$ cat src/design/pfgs_defs.vh
// register map, field layouts, reset values and access codes of the pin function select block
`ifndef PFGS_DEFS_VH
`define PFGS_DEFS_VH

// system address window of the module
`define PFGS_BASE_ADDR 32'hd811_0000
`define PFGS_WIN_HI 31
`define PFGS_WIN_LO 16
`define PFGS_OFS_W 16

// register offsets inside the window
`define PFGS_OFS_CARD_EN 16'h0040
`define PFGS_OFS_VIDEO_EN 16'h0044
`define PFGS_OFS_CHG_STATUS 16'h0080
`define PFGS_OFS_CHG_COUNT 16'h0084
`define PFGS_OFS_TRIGGER 16'h0088
`define PFGS_OFS_LOCK 16'h008c
`define PFGS_OFS_PULL 16'h0090

// field layout
`define PFGS_CARD_W 8
`define PFGS_VOUT_MSB 31
`define PFGS_VOUT_LSB 8
`define PFGS_VOUT_W 24
`define PFGS_VIN_MSB 7
`define PFGS_VIN_LSB 0
`define PFGS_VIN_W 8
`define PFGS_CHG_W 2
`define PFGS_CHG_CARD_BIT 0
`define PFGS_CHG_VIDEO_BIT 1
`define PFGS_CNT_W 8
`define PFGS_TRIG_W 2
`define PFGS_TRIG_RESTORE_BIT 0
`define PFGS_TRIG_PULSE_BIT 1
`define PFGS_LOCK_W 1
`define PFGS_PULL_W 8

// reset values
`define PFGS_RST_CARD_EN 8'h00
`define PFGS_RST_VOUT_EN 24'h00_0000
`define PFGS_RST_VIN_EN 8'h00
`define PFGS_RST_CHG 2'h0
`define PFGS_RST_CNT 8'h00
`define PFGS_RST_TRIG 2'h0
`define PFGS_RST_LOCK 1'h0
`define PFGS_RST_PULL 8'h00

// field access kinds
`define PFGS_ACC_RW 3'h0
`define PFGS_ACC_WO 3'h1
`define PFGS_ACC_READ_WRITE_HW_UPDATE 3'h2
`define PFGS_ACC_WRITE_READ_ZERO 3'h3
`define PFGS_ACC_W1C 3'h4
`define PFGS_ACC_TRIG 3'h5

`endif

$ cat src/design/pfgs_field.v
// one register field whose software and hardware behaviour follows its access kind
`timescale 1ns/1ps
`include "pfgs_defs.vh"

module pfgs_field #(
  parameter WIDTH = 8,
  parameter [2:0] ACCESS = `PFGS_ACC_RW,
  parameter [WIDTH-1:0] RESET_VAL = {WIDTH{1'b0}}
) (
  input wire i_clk,
  input wire i_rst_n,
  input wire i_wr_en,
  input wire [WIDTH-1:0] i_wr_data,
  input wire i_clr,
  input wire [WIDTH-1:0] i_hw_set,
  input wire i_hw_load,
  input wire [WIDTH-1:0] i_hw_data,
  output wire [WIDTH-1:0] o_value,
  output reg [WIDTH-1:0] o_rd_data,
  output wire [WIDTH-1:0] o_pulse
);

  reg [WIDTH-1:0] value_reg;
  reg [WIDTH-1:0] value_next;
  reg [WIDTH-1:0] pulse_reg;
  reg [WIDTH-1:0] pulse_next;

  assign o_value = value_reg;
  assign o_pulse = pulse_reg;

  always @* begin
    value_next = value_reg;
    pulse_next = {WIDTH{1'b0}};
    case (ACCESS)
      `PFGS_ACC_READ_WRITE_HW_UPDATE: begin
        // hardware update takes priority over a same-cycle software write
        if (i_hw_load) begin
          value_next = i_hw_data;
        end else if (i_wr_en) begin
          value_next = i_wr_data;
        end
      end
      `PFGS_ACC_W1C: begin
        // a hardware set in the clearing cycle survives
        value_next = (value_reg & ~(i_wr_en ? i_wr_data : {WIDTH{1'b0}})) | i_hw_set;
      end
      `PFGS_ACC_TRIG: begin
        // nothing is stored, the write only fires a one-cycle event
        value_next = {WIDTH{1'b0}};
        pulse_next = i_wr_en ? i_wr_data : {WIDTH{1'b0}};
      end
      default: begin
        if (i_wr_en) begin
          value_next = i_wr_data;
        end
      end
    endcase
    if (i_clr) begin
      value_next = RESET_VAL;
    end
  end

  always @* begin
    case (ACCESS)
      `PFGS_ACC_RW: o_rd_data = value_reg;
      `PFGS_ACC_READ_WRITE_HW_UPDATE: o_rd_data = value_reg;
      `PFGS_ACC_W1C: o_rd_data = value_reg;
      `PFGS_ACC_WO: o_rd_data = {WIDTH{1'b0}};
      `PFGS_ACC_WRITE_READ_ZERO: o_rd_data = {WIDTH{1'b0}};
      `PFGS_ACC_TRIG: o_rd_data = {WIDTH{1'b0}};
      default: o_rd_data = {WIDTH{1'b0}};
    endcase
  end

  always @(posedge i_clk or negedge i_rst_n) begin
    if (!i_rst_n) begin
      value_reg <= RESET_VAL;
      pulse_reg <= {WIDTH{1'b0}};
    end else begin
      value_reg <= value_next;
      pulse_reg <= pulse_next;
    end
  end

endmodule

$ cat src/design/pfgs_pin_select.v
// pin function select: card and video pin gpio enables with their register window
//
// Functional notes
// - module select goes high for every access inside the 64 KB window, else low.
// - register offsets are decoded relative to base address 0xD811_0000.
// - card enable bits 7..0 each release one card data line to gpio.
// - video enable bits 31:8 release the 24 video output pins to gpio.
// - video enable bits 7:0 release video input pins 7..0 to gpio.
// - write-only field takes writes, reads never return its stored value.
// - read-write-update field is software readable, writable, and hardware updated.
// - write-read-zero field takes writes and always reads back zero.
// - write-one-to-clear field reads normally; a one clears, a zero keeps.
// - trigger field reads zero; writing one fires its event, nothing stored.
//
// Strobed register access was decided locally.
`timescale 1ns/1ps
`include "pfgs_defs.vh"

module pfgs_pin_select (
  input wire I_SYS_CLK,
  input wire I_NRST,
  input wire [31:0] I_ADDR,
  input wire [31:0] I_WDATA,
  input wire I_WR,
  input wire I_RD,
  output reg [31:0] O_RDATA,
  output reg O_GPIO_SEL,
  output wire [7:0] O_CARD_DATA_LINE_GPIO_EN,
  output wire [23:0] O_VIDEO_OUTPUT_PINS_GPIO_EN,
  output wire [7:0] O_VIDEO_INPUT_PINS_GPIO_EN,
  output wire [7:0] O_CARD_PULL_SEL,
  output wire O_SYNC_PULSE
);

  localparam [31:0] BASE_ADDR = `PFGS_BASE_ADDR;
  localparam [`PFGS_OFS_W-1:0] BASE_HI = BASE_ADDR[`PFGS_WIN_HI:`PFGS_WIN_LO];

  // reset release through two flops
  // so every register leaves reset on one clean edge
  reg rst_meta_reg;
  reg rst_sync_reg;
  wire rst_n;

  always @(posedge I_SYS_CLK or negedge I_NRST) begin
    if (!I_NRST) begin
      rst_meta_reg <= 1'b0;
      rst_sync_reg <= 1'b0;
    end else begin
      rst_meta_reg <= 1'b1;
      rst_sync_reg <= rst_meta_reg;
    end
  end

  assign rst_n = rst_sync_reg;

  // window decode
  wire win_hit;
  wire [`PFGS_OFS_W-1:0] ofs;
  wire acc_any;

  assign win_hit = (I_ADDR[`PFGS_WIN_HI:`PFGS_WIN_LO] == BASE_HI);
  assign ofs = I_ADDR[`PFGS_WIN_LO-1:0];
  assign acc_any = I_WR | I_RD;

  wire wr_hit;

  assign wr_hit = I_WR & win_hit;

  // lock word is write-only from software's view, so a stuck lock
  // cannot be discovered by reading; software must track what it wrote
  wire [`PFGS_LOCK_W-1:0] lock_val;
  wire [`PFGS_LOCK_W-1:0] lock_rd;

  // one strobe per register; a locked enable write is dropped without trace
  reg wr_card;
  reg wr_video;
  reg wr_chg;
  reg wr_cnt;
  reg wr_trig;
  reg wr_lock;
  reg wr_pull;

  always @* begin
    wr_card = 1'b0;
    wr_video = 1'b0;
    wr_chg = 1'b0;
    wr_cnt = 1'b0;
    wr_trig = 1'b0;
    wr_lock = 1'b0;
    wr_pull = 1'b0;
    if (wr_hit) begin
      case (ofs)
        `PFGS_OFS_CARD_EN: wr_card = ~lock_val[0];
        `PFGS_OFS_VIDEO_EN: wr_video = ~lock_val[0];
        `PFGS_OFS_CHG_STATUS: wr_chg = 1'b1;
        `PFGS_OFS_CHG_COUNT: wr_cnt = 1'b1;
        `PFGS_OFS_TRIGGER: wr_trig = 1'b1;
        `PFGS_OFS_LOCK: wr_lock = 1'b1;
        `PFGS_OFS_PULL: wr_pull = 1'b1;
        default: wr_pull = 1'b0;
      endcase
    end
  end

  // trigger field: restore pins and a one-cycle sync pulse
  wire [`PFGS_TRIG_W-1:0] trig_pulse;
  wire [`PFGS_TRIG_W-1:0] trig_rd;
  wire restore_all;

  assign restore_all = trig_pulse[`PFGS_TRIG_RESTORE_BIT];

  pfgs_field #(
    .WIDTH(`PFGS_TRIG_W),
    .ACCESS(`PFGS_ACC_TRIG),
    .RESET_VAL(`PFGS_RST_TRIG)
  ) u_trig (
    .i_clk(I_SYS_CLK),
    .i_rst_n(rst_n),
    .i_wr_en(wr_trig),
    .i_wr_data(I_WDATA[`PFGS_TRIG_W-1:0]),
    .i_clr(1'b0),
    .i_hw_set({`PFGS_TRIG_W{1'b0}}),
    .i_hw_load(1'b0),
    .i_hw_data({`PFGS_TRIG_W{1'b0}}),
    .o_value(),
    .o_rd_data(trig_rd),
    .o_pulse(trig_pulse)
  );

  assign O_SYNC_PULSE = trig_pulse[`PFGS_TRIG_PULSE_BIT];

  pfgs_field #(
    .WIDTH(`PFGS_LOCK_W),
    .ACCESS(`PFGS_ACC_WRITE_READ_ZERO),
    .RESET_VAL(`PFGS_RST_LOCK)
  ) u_lock (
    .i_clk(I_SYS_CLK),
    .i_rst_n(rst_n),
    .i_wr_en(wr_lock),
    .i_wr_data(I_WDATA[`PFGS_LOCK_W-1:0]),
    .i_clr(1'b0),
    .i_hw_set({`PFGS_LOCK_W{1'b0}}),
    .i_hw_load(1'b0),
    .i_hw_data({`PFGS_LOCK_W{1'b0}}),
    .o_value(lock_val),
    .o_rd_data(lock_rd),
    .o_pulse()
  );

  // card data line enables, bits above 7 are reserved and read zero
  wire [`PFGS_CARD_W-1:0] card_rd;

  pfgs_field #(
    .WIDTH(`PFGS_CARD_W),
    .ACCESS(`PFGS_ACC_RW),
    .RESET_VAL(`PFGS_RST_CARD_EN)
  ) u_card (
    .i_clk(I_SYS_CLK),
    .i_rst_n(rst_n),
    .i_wr_en(wr_card),
    .i_wr_data(I_WDATA[`PFGS_CARD_W-1:0]),
    .i_clr(restore_all),
    .i_hw_set({`PFGS_CARD_W{1'b0}}),
    .i_hw_load(1'b0),
    .i_hw_data({`PFGS_CARD_W{1'b0}}),
    .o_value(O_CARD_DATA_LINE_GPIO_EN),
    .o_rd_data(card_rd),
    .o_pulse()
  );

  wire [`PFGS_VOUT_W-1:0] vout_rd;
  wire [`PFGS_VIN_W-1:0] vin_rd;

  pfgs_field #(
    .WIDTH(`PFGS_VOUT_W),
    .ACCESS(`PFGS_ACC_RW),
    .RESET_VAL(`PFGS_RST_VOUT_EN)
  ) u_vout (
    .i_clk(I_SYS_CLK),
    .i_rst_n(rst_n),
    .i_wr_en(wr_video),
    .i_wr_data(I_WDATA[`PFGS_VOUT_MSB:`PFGS_VOUT_LSB]),
    .i_clr(restore_all),
    .i_hw_set({`PFGS_VOUT_W{1'b0}}),
    .i_hw_load(1'b0),
    .i_hw_data({`PFGS_VOUT_W{1'b0}}),
    .o_value(O_VIDEO_OUTPUT_PINS_GPIO_EN),
    .o_rd_data(vout_rd),
    .o_pulse()
  );

  pfgs_field #(
    .WIDTH(`PFGS_VIN_W),
    .ACCESS(`PFGS_ACC_RW),
    .RESET_VAL(`PFGS_RST_VIN_EN)
  ) u_vin (
    .i_clk(I_SYS_CLK),
    .i_rst_n(rst_n),
    .i_wr_en(wr_video),
    .i_wr_data(I_WDATA[`PFGS_VIN_MSB:`PFGS_VIN_LSB]),
    .i_clr(restore_all),
    .i_hw_set({`PFGS_VIN_W{1'b0}}),
    .i_hw_load(1'b0),
    .i_hw_data({`PFGS_VIN_W{1'b0}}),
    .o_value(O_VIDEO_INPUT_PINS_GPIO_EN),
    .o_rd_data(vin_rd),
    .o_pulse()
  );

  // change detection against last cycle's enables; catches both software
  // writes and the restore event without decoding either
  reg [`PFGS_CARD_W-1:0] card_prev_reg;
  reg [`PFGS_VOUT_W+`PFGS_VIN_W-1:0] video_prev_reg;
  wire card_changed;
  wire video_changed;
  wire any_changed;
  reg [`PFGS_CHG_W-1:0] chg_set;

  always @(posedge I_SYS_CLK or negedge rst_n) begin
    if (!rst_n) begin
      card_prev_reg <= `PFGS_RST_CARD_EN;
      video_prev_reg <= {`PFGS_RST_VOUT_EN, `PFGS_RST_VIN_EN};
    end else begin
      card_prev_reg <= O_CARD_DATA_LINE_GPIO_EN;
      video_prev_reg <= {O_VIDEO_OUTPUT_PINS_GPIO_EN, O_VIDEO_INPUT_PINS_GPIO_EN};
    end
  end

  assign card_changed = (card_prev_reg != O_CARD_DATA_LINE_GPIO_EN);
  assign video_changed =
    (video_prev_reg != {O_VIDEO_OUTPUT_PINS_GPIO_EN, O_VIDEO_INPUT_PINS_GPIO_EN});
  assign any_changed = card_changed | video_changed;

  always @* begin
    chg_set = {`PFGS_CHG_W{1'b0}};
    chg_set[`PFGS_CHG_CARD_BIT] = card_changed;
    chg_set[`PFGS_CHG_VIDEO_BIT] = video_changed;
  end

  wire [`PFGS_CHG_W-1:0] chg_rd;

  pfgs_field #(
    .WIDTH(`PFGS_CHG_W),
    .ACCESS(`PFGS_ACC_W1C),
    .RESET_VAL(`PFGS_RST_CHG)
  ) u_chg (
    .i_clk(I_SYS_CLK),
    .i_rst_n(rst_n),
    .i_wr_en(wr_chg),
    .i_wr_data(I_WDATA[`PFGS_CHG_W-1:0]),
    .i_clr(1'b0),
    .i_hw_set(chg_set),
    .i_hw_load(1'b0),
    .i_hw_data({`PFGS_CHG_W{1'b0}}),
    .o_value(),
    .o_rd_data(chg_rd),
    .o_pulse()
  );

  // change counter, wraps at its width
  wire [`PFGS_CNT_W-1:0] cnt_val;
  wire [`PFGS_CNT_W-1:0] cnt_rd;
  wire [`PFGS_CNT_W-1:0] cnt_inc;

  assign cnt_inc = cnt_val + {{(`PFGS_CNT_W-1){1'b0}}, 1'b1};

  pfgs_field #(
    .WIDTH(`PFGS_CNT_W),
    .ACCESS(`PFGS_ACC_READ_WRITE_HW_UPDATE),
    .RESET_VAL(`PFGS_RST_CNT)
  ) u_cnt (
    .i_clk(I_SYS_CLK),
    .i_rst_n(rst_n),
    .i_wr_en(wr_cnt),
    .i_wr_data(I_WDATA[`PFGS_CNT_W-1:0]),
    .i_clr(1'b0),
    .i_hw_set({`PFGS_CNT_W{1'b0}}),
    .i_hw_load(any_changed),
    .i_hw_data(cnt_inc),
    .o_value(cnt_val),
    .o_rd_data(cnt_rd),
    .o_pulse()
  );

  wire [`PFGS_PULL_W-1:0] pull_rd;

  pfgs_field #(
    .WIDTH(`PFGS_PULL_W),
    .ACCESS(`PFGS_ACC_WO),
    .RESET_VAL(`PFGS_RST_PULL)
  ) u_pull (
    .i_clk(I_SYS_CLK),
    .i_rst_n(rst_n),
    .i_wr_en(wr_pull),
    .i_wr_data(I_WDATA[`PFGS_PULL_W-1:0]),
    .i_clr(1'b0),
    .i_hw_set({`PFGS_PULL_W{1'b0}}),
    .i_hw_load(1'b0),
    .i_hw_data({`PFGS_PULL_W{1'b0}}),
    .o_value(O_CARD_PULL_SEL),
    .o_rd_data(pull_rd),
    .o_pulse()
  );

  // read mux; unmapped offsets and misses outside the window read zero
  reg [31:0] rd_mux;

  always @* begin
    rd_mux = 32'h0000_0000;
    case (ofs)
      `PFGS_OFS_CARD_EN: rd_mux = {{(32-`PFGS_CARD_W){1'b0}}, card_rd};
      `PFGS_OFS_VIDEO_EN: rd_mux = {vout_rd, vin_rd};
      `PFGS_OFS_CHG_STATUS: rd_mux = {{(32-`PFGS_CHG_W){1'b0}}, chg_rd};
      `PFGS_OFS_CHG_COUNT: rd_mux = {{(32-`PFGS_CNT_W){1'b0}}, cnt_rd};
      `PFGS_OFS_TRIGGER: rd_mux = {{(32-`PFGS_TRIG_W){1'b0}}, trig_rd};
      `PFGS_OFS_LOCK: rd_mux = {{(32-`PFGS_LOCK_W){1'b0}}, lock_rd};
      `PFGS_OFS_PULL: rd_mux = {{(32-`PFGS_PULL_W){1'b0}}, pull_rd};
      default: rd_mux = 32'h0000_0000;
    endcase
    if (!win_hit) begin
      rd_mux = 32'h0000_0000;
    end
  end

  // the select is registered so every output leaves a flop;
  // it therefore trails the access by one cycle
  always @(posedge I_SYS_CLK or negedge rst_n) begin
    if (!rst_n) begin
      O_GPIO_SEL <= 1'b0;
    end else begin
      O_GPIO_SEL <= acc_any & win_hit;
    end
  end

  // read data stand for one cycle only, so a stale word never lingers
  always @(posedge I_SYS_CLK or negedge rst_n) begin
    if (!rst_n) begin
      O_RDATA <= 32'h0000_0000;
    end else if (I_RD) begin
      O_RDATA <= rd_mux;
    end else begin
      O_RDATA <= 32'h0000_0000;
    end
  end

endmodule

$ cat config.mk
export PLATFORM = sky130hd
export DESIGN_NAME = pfgs_pin_select
export DESIGN_NICKNAME = d
export VERILOG_FILES = /design/src/design/pfgs_field.v /design/src/design/pfgs_pin_select.v
export VERILOG_INCLUDE_DIRS = /design/src /design/src/design
export SDC_FILE = /design/constraint.sdc
export NUM_CORES = 1
export LEC_CHECK = 0
export ABC_AREA = 1
export BUFFER_PORTS_ARGS = -buffer_cell sky130_fd_sc_hd__buf_2
export CAP_MARGIN = 30
export CORE_UTILIZATION = 45
export DETAILED_ROUTE_END_ITERATION = 8
export PLACE_DENSITY = 0.66
export SYNTH_ARGS = -nofsm -noshare
export SYNTH_HDL_FRONTEND = slang
export SYNTH_SLANG_ARGS = --single-unit
$ cat constraint.sdc
create_clock -name I_SYS_CLK -period 5 [get_ports I_SYS_CLK]
set_input_delay 0.25 -clock I_SYS_CLK [delete_from_list [all_inputs] [get_ports I_SYS_CLK]]
set_output_delay 0.25 -clock I_SYS_CLK [all_outputs]
set_load 0.02 [all_outputs]
==> results of run 1 <==
-- metal layers --
layer,GRT usage,up-vias,wire [um]
met2,0.381,179,7450
met5,0,-,0
met4,0.0820,0,207
met1,0.315,2569,7080
li1,-,2742,-
met3,0.0499,15,916
-- where the power goes --
part / switching [W] / internal [W]
registers: 0.0000570 / 0.00114
logic: 0.000110 / 0.0000881
clock network: 0.000461 / 0.000999
-- per-stage QoR --
stage	worst slack, ns	util
4_1_cts	2.63	0.591
3_3_place_gp	2.65	0.535
2_1_floorplan	0.930	-
3_5_place_dp	2.63	0.539
6_report	3.01	0.593
5_1_grt	2.75	0.593
-- cells in the mapped netlist (2+ instances only) --
cell type / instances
clkbuf_1: 7
nor2_1: 84
nand2_1: 272
nor3_1: 21
inv_1: 103
inv_2: 4
o21ai_0: 21
xnor2_1: 16
a21oi_1: 4
nand3b_1: 5
xor2_1: 10
nand4_1: 14
dfrtp_1: 136
buf_2: 7
o21ai_1: 5
nor2_2: 4
buf_4: 2
nand3_1: 57
-- repair_timing --
action                                 4_1_cts  5_1_grt
resized for setup                            0        0
hold buffers                                 1        0
setup endpoints to repair                    0        0
endpoints found under the hold margin        2        0
-- tightest hold or removal path: cells and delay by family --
kind | cells | cell delay (ns)
and+or+nand+nor | 2 | 0.08
buffers and inverters | 1 | 0.07
-- worst paths after layout --
path / from / slack, ns / cells after the start / endpoint
min: I_WDATA[16] / 0.02 / 3 / u_vout.o_rd_data[8]
min reg2reg: rst_meta_reg / 0.35 / 0 / rst_n
max: u_vin.o_rd_data[5] / 3.01 / 11 / u_cnt.o_rd_data[3]
max in group asynchronous: rst_n / 3.50 / 1 / u_vin.o_rd_data[5]
min in group asynchronous: I_NRST / 0.13 / 2 / rst_n
max reg2reg: u_vin.o_rd_data[5] / 3.01 / 11 / u_cnt.o_rd_data[3]
-- layout make-up --
class,count,share of cell area
repair buffers,158,0.108
inverters,108,0.0510
multi-input cells,525,0.298
well taps,176,0.0277
flip-flops and latches,136,0.429
clock inverters,12,0.0310
clock buffers,20,0.0562
-- cells by family after synthesis --
family                     after synthesis  share of synthesized area
AOI/OAI and AO/OA                       33                     0.0276
xor gates and xnor gates                26                     0.0364
adders and majority gates                1                    0.00200
buffers and inverters                  125                     0.0776
DFF                                    136                      0.544
other                                    1                   0.000600
and+or+nand+nor                        464                      0.312
==> flow_metrics.py, run 1 <==
metrics = {
    "grt": {
        "grt_pass1_vias": 5232,
        "grt_pass1_wl_um": 26000,
        "overflow": 0,
        "antenna_found_initial": 0,
        "grtUsageTotal": 0.236,
        "grt_start_max_net_pins": 55,
    },
    "critical_path": {
        "cp.required_ns": 5.31,
        "critical_path.cell_chain": "inv_1 -> nand2_1 -> nand2_1 -> nor2_1 -> nand2_1 -> nor2_1 -> nand2_1 -> nor2_2 -> nand3_1 -> nand2_1 -> nand2_1",
        "critPathMaxStageDelay_ns": 0.52,
        "crit_arrival_ns": 2.31,
        "cp_max_fo": 16,
        "crit_top_cell": "nand2_1",
        "startpoint_type": "register",
        "end_kind": "register",
        "critPathBufInv": 1,
        "path_delay_family": "simple AND/OR/NAND/NOR gates",
        "cpMaxStageDelayCell": "nor2_2",
        "worstSetupPathType": "reg2reg",
    },
    "drt": {
        "drc_errors": 0,
        "drtIter0Drc": 250,
        "wl_per_cell_um": 13.8,
        "viasPerCell": 4.85,
        "drtAntennaViolNets": 0,
        "vias": 5505,
        "dr.pass1.iters": 5,
        "routed_wl_um": 15700,
    },
    "power_and_ir_drop": {
        "p_per_area_nw_per_um2": 359,
        "finalPower_w": 0.00286,
        "vdd_ir_drop_max_mv": 0.216,
        "p_leak_nw": 4.39,
    },
    "timing": {
        "slew_headroom": 0.528,
        "finClkSkew_ns": 0.00759,
        "tightestPinTransition_ns": 0.708,
        "fmax_mhz": 502,
        "rsz0062_at_grt": "false",
        "finalSetupTns_ns": 0,
        "post-route-period-util": 0.399,
        "period_needed_ns": 1.99,
        "holdWs_ns": 0.0233,
        "hold_viol_final": 0,
        "drv_slew": 0,
        "setup-violations-final": 0,
    },
    "floorplan": {
        "die_h_um": 120,
        "die_w_um": 120,
        "rows": 42,
        "io_pins": 150,
        "start_util": 0.467,
        "design.core.area_um2": 13400,
        "dieArea_um2": 14400,
    },
    "clocking": {
        "cts_setup_buffers": 0,
        "cts_sinks": 136,
        "clockBufferDepth": 2,
        "h-tree-depth": 4,
        "cts_tree": "done",
        "clock_latency_ns": 0.42,
        "clk_pin_slew_ns": 0.06,
        "cts_root_buf": "clkbuf_16",
        "numCtsBuffers": 17,
    },
    "layout": {
        "drive_gt1_frac": 0.210,
        "final_common_cell": "nand2_1",
        "area_delta_synth_final_pct": 27.1,
        "multi_input_area_um2": 2370,
        "antenna_cells": 0,
        "fin_nets": 1015,
        "final_cell_mix": "nand2_1, buf_2, dfrtp_1, inv_1, nor2_1",
        "register_area_um2": 3410,
        "nFillCells": 1221,
        "instances_no_fill": 1135,
        "final_area_um2": 7950,
    },
    "synthesis": {
        "netlist_area_um2": 6250,
        "synthesis.nets": 855,
        "yosysSeqAreaShare": 0.544,
        "synthCells": 786,
        "synth.area.top_cells": "dfrtp_1, nand2_1, inv_1",
        "synth_top_area_cell": "dfrtp_1",
        "synthFlopType": "dfrtp_1",
        "async_flop_share": 1.00,
        "synth_top_cell_area_share": 0.544,
        "syn-mean-instance-area_um2": 7.96,
        "ys_ff_latch": 136,
        "synth_edf_count": 0,
        "yosys_warnings": 0,
        "yosysUniqueCellTypes": 32,
    },
    "flow_run": {
        "cap_violations": 0,
    },
    "placement": {
        "port_buffers": 149,
        "place_inst": 1100,
        "dpl-instance-area_um2": 7220,
        "place.gp.congestion": 0.891,
        "dp_hpwl_um": 11600,
    },
    "outcome": {
        "status": "finished, final reports clean",
    },
    "hold_path": {
        "hold_class": "in2reg",
    },
}
(Power assumes the default switching activity.)
==> run 2: changes to the inputs <==
--- a/config.mk
+++ b/config.mk
@@ -6,12 +6,12 @@
 export SDC_FILE = /design/constraint.sdc
 export NUM_CORES = 1
 export LEC_CHECK = 0
-export ABC_AREA = 1
+export ABC_AREA = 0
 export BUFFER_PORTS_ARGS = -buffer_cell sky130_fd_sc_hd__buf_2
 export CAP_MARGIN = 30
 export CORE_UTILIZATION = 45
 export DETAILED_ROUTE_END_ITERATION = 8
-export PLACE_DENSITY = 0.66
+export PLACE_DENSITY = 0.7
 export SYNTH_ARGS = -nofsm -noshare
 export SYNTH_HDL_FRONTEND = slang
 export SYNTH_SLANG_ARGS = --single-unit
==> constraint.sdc (replaced) <==
create_clock -name I_SYS_CLK -period 1.76 [get_ports I_SYS_CLK]
set_input_delay 0.088 -clock I_SYS_CLK [delete_from_list [all_inputs] [get_ports I_SYS_CLK]]
set_output_delay 0.088 -clock I_SYS_CLK [all_outputs]
set_load 0.02 [all_outputs]
==> flow_metrics.py, run 2 <==
metrics = {
    "synthesis": {
        "yosysSeqAreaShare": 0.639,
        "async_flop_share": 1.00,
        "ys_ff_latch": 136,
        "synth_top_cell_area_share": 0.639,
        "synthCells": 404,
        "synth_edf_count": 0,
        "synth_common_cells": "dfrtp_1, xnor2_1, a22o_1",
        "synth_top_area_cell": "dfrtp_1",
        "synthesis.nets": 473,
        "syn-mean-instance-area_um2": 13.2,
        "yosysMostFrequentCell": "dfrtp_1",
        "yosysUniqueCellTypes": 43,
        "yosys_warnings": 0,
        "synthFlopType": "dfrtp_1",
        "netlist_area_um2": 5320,
        "synth.area.top_cells": "dfrtp_1, xnor2_1, a22o_1",
    },
    "grt": {
        "grt_pass1_wl_um": 21400,
        "grtUsageTotal": 0.225,
        "overflow": 0,
        "grt_pass1_vias": 4276,
        "antenna_found_initial": 0,
        "grt_start_max_net_pins": 64,
    },
    "placement": {
        "place_inst": 756,
        "port_buffers": 149,
        "place.gp.congestion": 0.790,
        "dp_hpwl_um": 9360,
    },
    "layout": {
        "final_common_cell": "buf_2",
        "antenna_cells": 0,
        "final_cell_mix": "buf_2, dfrtp_1, buf_4, a22o_1, xnor2_1",
        "drive_gt1_frac": 0.413,
        "instances_no_fill": 824,
        "fin_nets": 738,
        "area_delta_synth_final_pct": 46.4,
    },
    "drt": {
        "vias": 4221,
        "routed_wl_um": 13000,
        "viasPerCell": 5.12,
        "drtAntennaViolNets": 0,
        "dr.pass1.iters": 5,
        "drc_errors": 0,
        "wl_per_cell_um": 15.8,
        "drtIter0Drc": 144,
    },
    "power_and_ir_drop": {
        "vdd_ir_drop_max_mv": 0.638,
        "pwr-share-comb": 0.035,
        "p_int_w": 0.00548,
        "switchingPower_w": 0.00138,
        "p_per_area_nw_per_um2": 880,
        "p_leak_nw": 4.05,
        "clkPwrFrac": 0.507,
        "seqPwrFrac": 0.458,
        "power.share.switching": 0.201,
    },
    "critical_path": {
        "cp_max_fo": 10,
        "crit_arrival_ns": 2.33,
        "end_kind": "register",
        "cpMaxStageDelayCell": "dfrtp_1",
        "startpoint_type": "register",
        "critPathBufInv": 2,
        "worstSetupPathType": "reg2reg",
        "path_delay_family": "simple AND/OR/NAND/NOR gates",
        "cp.required_ns": 2.06,
        "critical_path.cell_chain": "xnor2_2 -> nand4_1 -> nor4_2 -> buf_4 -> and3_4 -> buf_12 -> a21oi_1 -> a311o_1",
        "critPathMaxStageDelay_ns": 0.41,
    },
    "floorplan": {
        "die_w_um": 111,
        "die_h_um": 111,
        "io_pins": 150,
        "design.core.area_um2": 11500,
        "dieArea_um2": 12300,
        "start_util": 0.464,
        "rows": 39,
    },
    "clocking": {
        "numCtsBuffers": 17,
        "h-tree-depth": 4,
        "clockBufferDepth": 2,
        "cts_sinks": 136,
        "clk_pin_slew_ns": 0.06,
        "cts_tree": "done",
        "cts_root_buf": "clkbuf_16",
        "clock_latency_ns": 0.42,
    },
    "timing": {
        "post-route-period-util": 1.15,
        "setup-violations-final": 8,
        "hold_viol_final": 0,
        "slew_headroom": 0.370,
        "finalSetupTns_ns": -1.81,
        "period_needed_ns": 2.03,
        "finClkSkew_ns": 0.00714,
        "tightestPinTransition_ns": 0.942,
        "rsz0062_at_grt": "true",
        "setup_ws_ns": -0.271,
        "drv_slew": 0,
        "fmax_mhz": 492,
    },
    "hold_path": {
        "hold_class": "in2reg",
    },
    "flow_run": {
        "cap_violations": 0,
    },
    "outcome": {
        "violations": "setup timing",
        "status": "complete, but fails checks",
    },
}
==> run 2: changes by cell type after synthesis, sizes merged, moves of 10 or more <==
cell	previous run	this run
a22o	0	39
and2	1	27
inv	107	3
nand2	273	10
nand3	58	19
nor2	88	20
nor3	22	6
o21ai	27	5
xnor2	16	40
xor2	10	0
==> run 2: routing by layer <==
| layer | track usage | part of all wire | up-vias |
|---|---|---|---|
| li1 | - | - | 1975 |
| met1 | 0.282 | 0.42 | 2079 |
| met2 | 0.379 | 0.50 | 150 |
| met3 | 0.0536 | 0.061 | 17 |
| met4 | 0.0862 | 0.014 | 0 |
| met5 | 0 | 0 | - |
==> run 2: per-stage QoR <==
stage | setup slack, ns | hold WS (ns) | instance area [um^2] | utilization | total power [W]
after floorplan | -0.187 | -0.208 | 5340 | - | 0.00325
after global placement | -0.404 | -0.126 | 6810 | 0.594 | 0.00338
after detailed placement | -0.447 | -0.124 | 6810 | 0.594 | 0.00338
after CTS | -0.258 | 0.0183 | 7770 | 0.678 | 0.00691
after global routing | -0.331 | 0.0785 | 7790 | 0.680 | 0.00709
final | -0.271 | 0.0370 | 7790 | 0.680 | 0.00686
==> run 2: repair_timing <==
item	in CTS	in global routing
endpoints found under the setup margin	8	29
pin swaps	4	4
hold buffers	35	0
cloned	0	0
resized for setup	4	3
endpoints found under the hold margin	57	0
buffers inserted	1	1
==> run 2: cells by family after synthesis <==
| kind of cell | share of synthesized area |
|---|---|
| and+or+nand+nor | 0.150 |
| muxes | 0.0228 |
| adders and majority gates | 0.00235 |
| DFF | 0.639 |
| xor gates and xnor gates | 0.0658 |
| other | 0.000705 |
| AOI/OAI and AO/OA | 0.101 |
| buffers and inverters | 0.0183 |
==> run 2: worst register-to-register path: stages (launching register included) <==
cell and delay [ns]:
dfrtp_1 0.41, xnor2_2 0.21, nand4_1 0.12, nor4_2 0.35, buf_4 0.18, and3_4 0.21
buf_12 0.12, a21oi_1 0.04, a311o_1 0.27
==> run 2: layout make-up <==
cell class / count / area, um^2
Tap cell: 143 / 179
Timing Repair Buffer: 261 / 1740
Clock inverter: 7 / 92.6
Fill cell: 842 / 3670
Sequential cell: 136 / 3410
Inverter: 3 / 11.3
Clock buffer: 24 / 492
Multi-Input combinational cell: 250 / 1870
==> run 2: power groups by stage <==
stage	Combinational (W)	Sequential, W	Clock (W)
3_5_place_dp	0.000185	0.00319	0
5_1_grt	0.000270	0.00314	0.00368
3_3_place_gp	0.000183	0.00319	0
2_1_floorplan	0.0000178	0.00323	0
6_report	0.000243	0.00314	0.00347
4_1_cts	0.000247	0.00314	0.00352
==> run 2: worst paths after layout <==
kind	start	end	slack (ns)	depth (start not counted)
max reg2reg	u_vout.o_rd_data[0]	u_cnt.o_rd_data[7]	-0.27	8
min	I_RD	O_GPIO_SEL	0.04	4
min in group asynchronous	rst_n	u_pull.o_value[1]	0.18	0
max in group asynchronous	rst_n	O_RDATA[3]	1.00	1
min reg2reg	rst_n	u_pull.o_value[1]	0.18	0
max	u_vout.o_rd_data[0]	u_cnt.o_rd_data[7]	-0.27	8
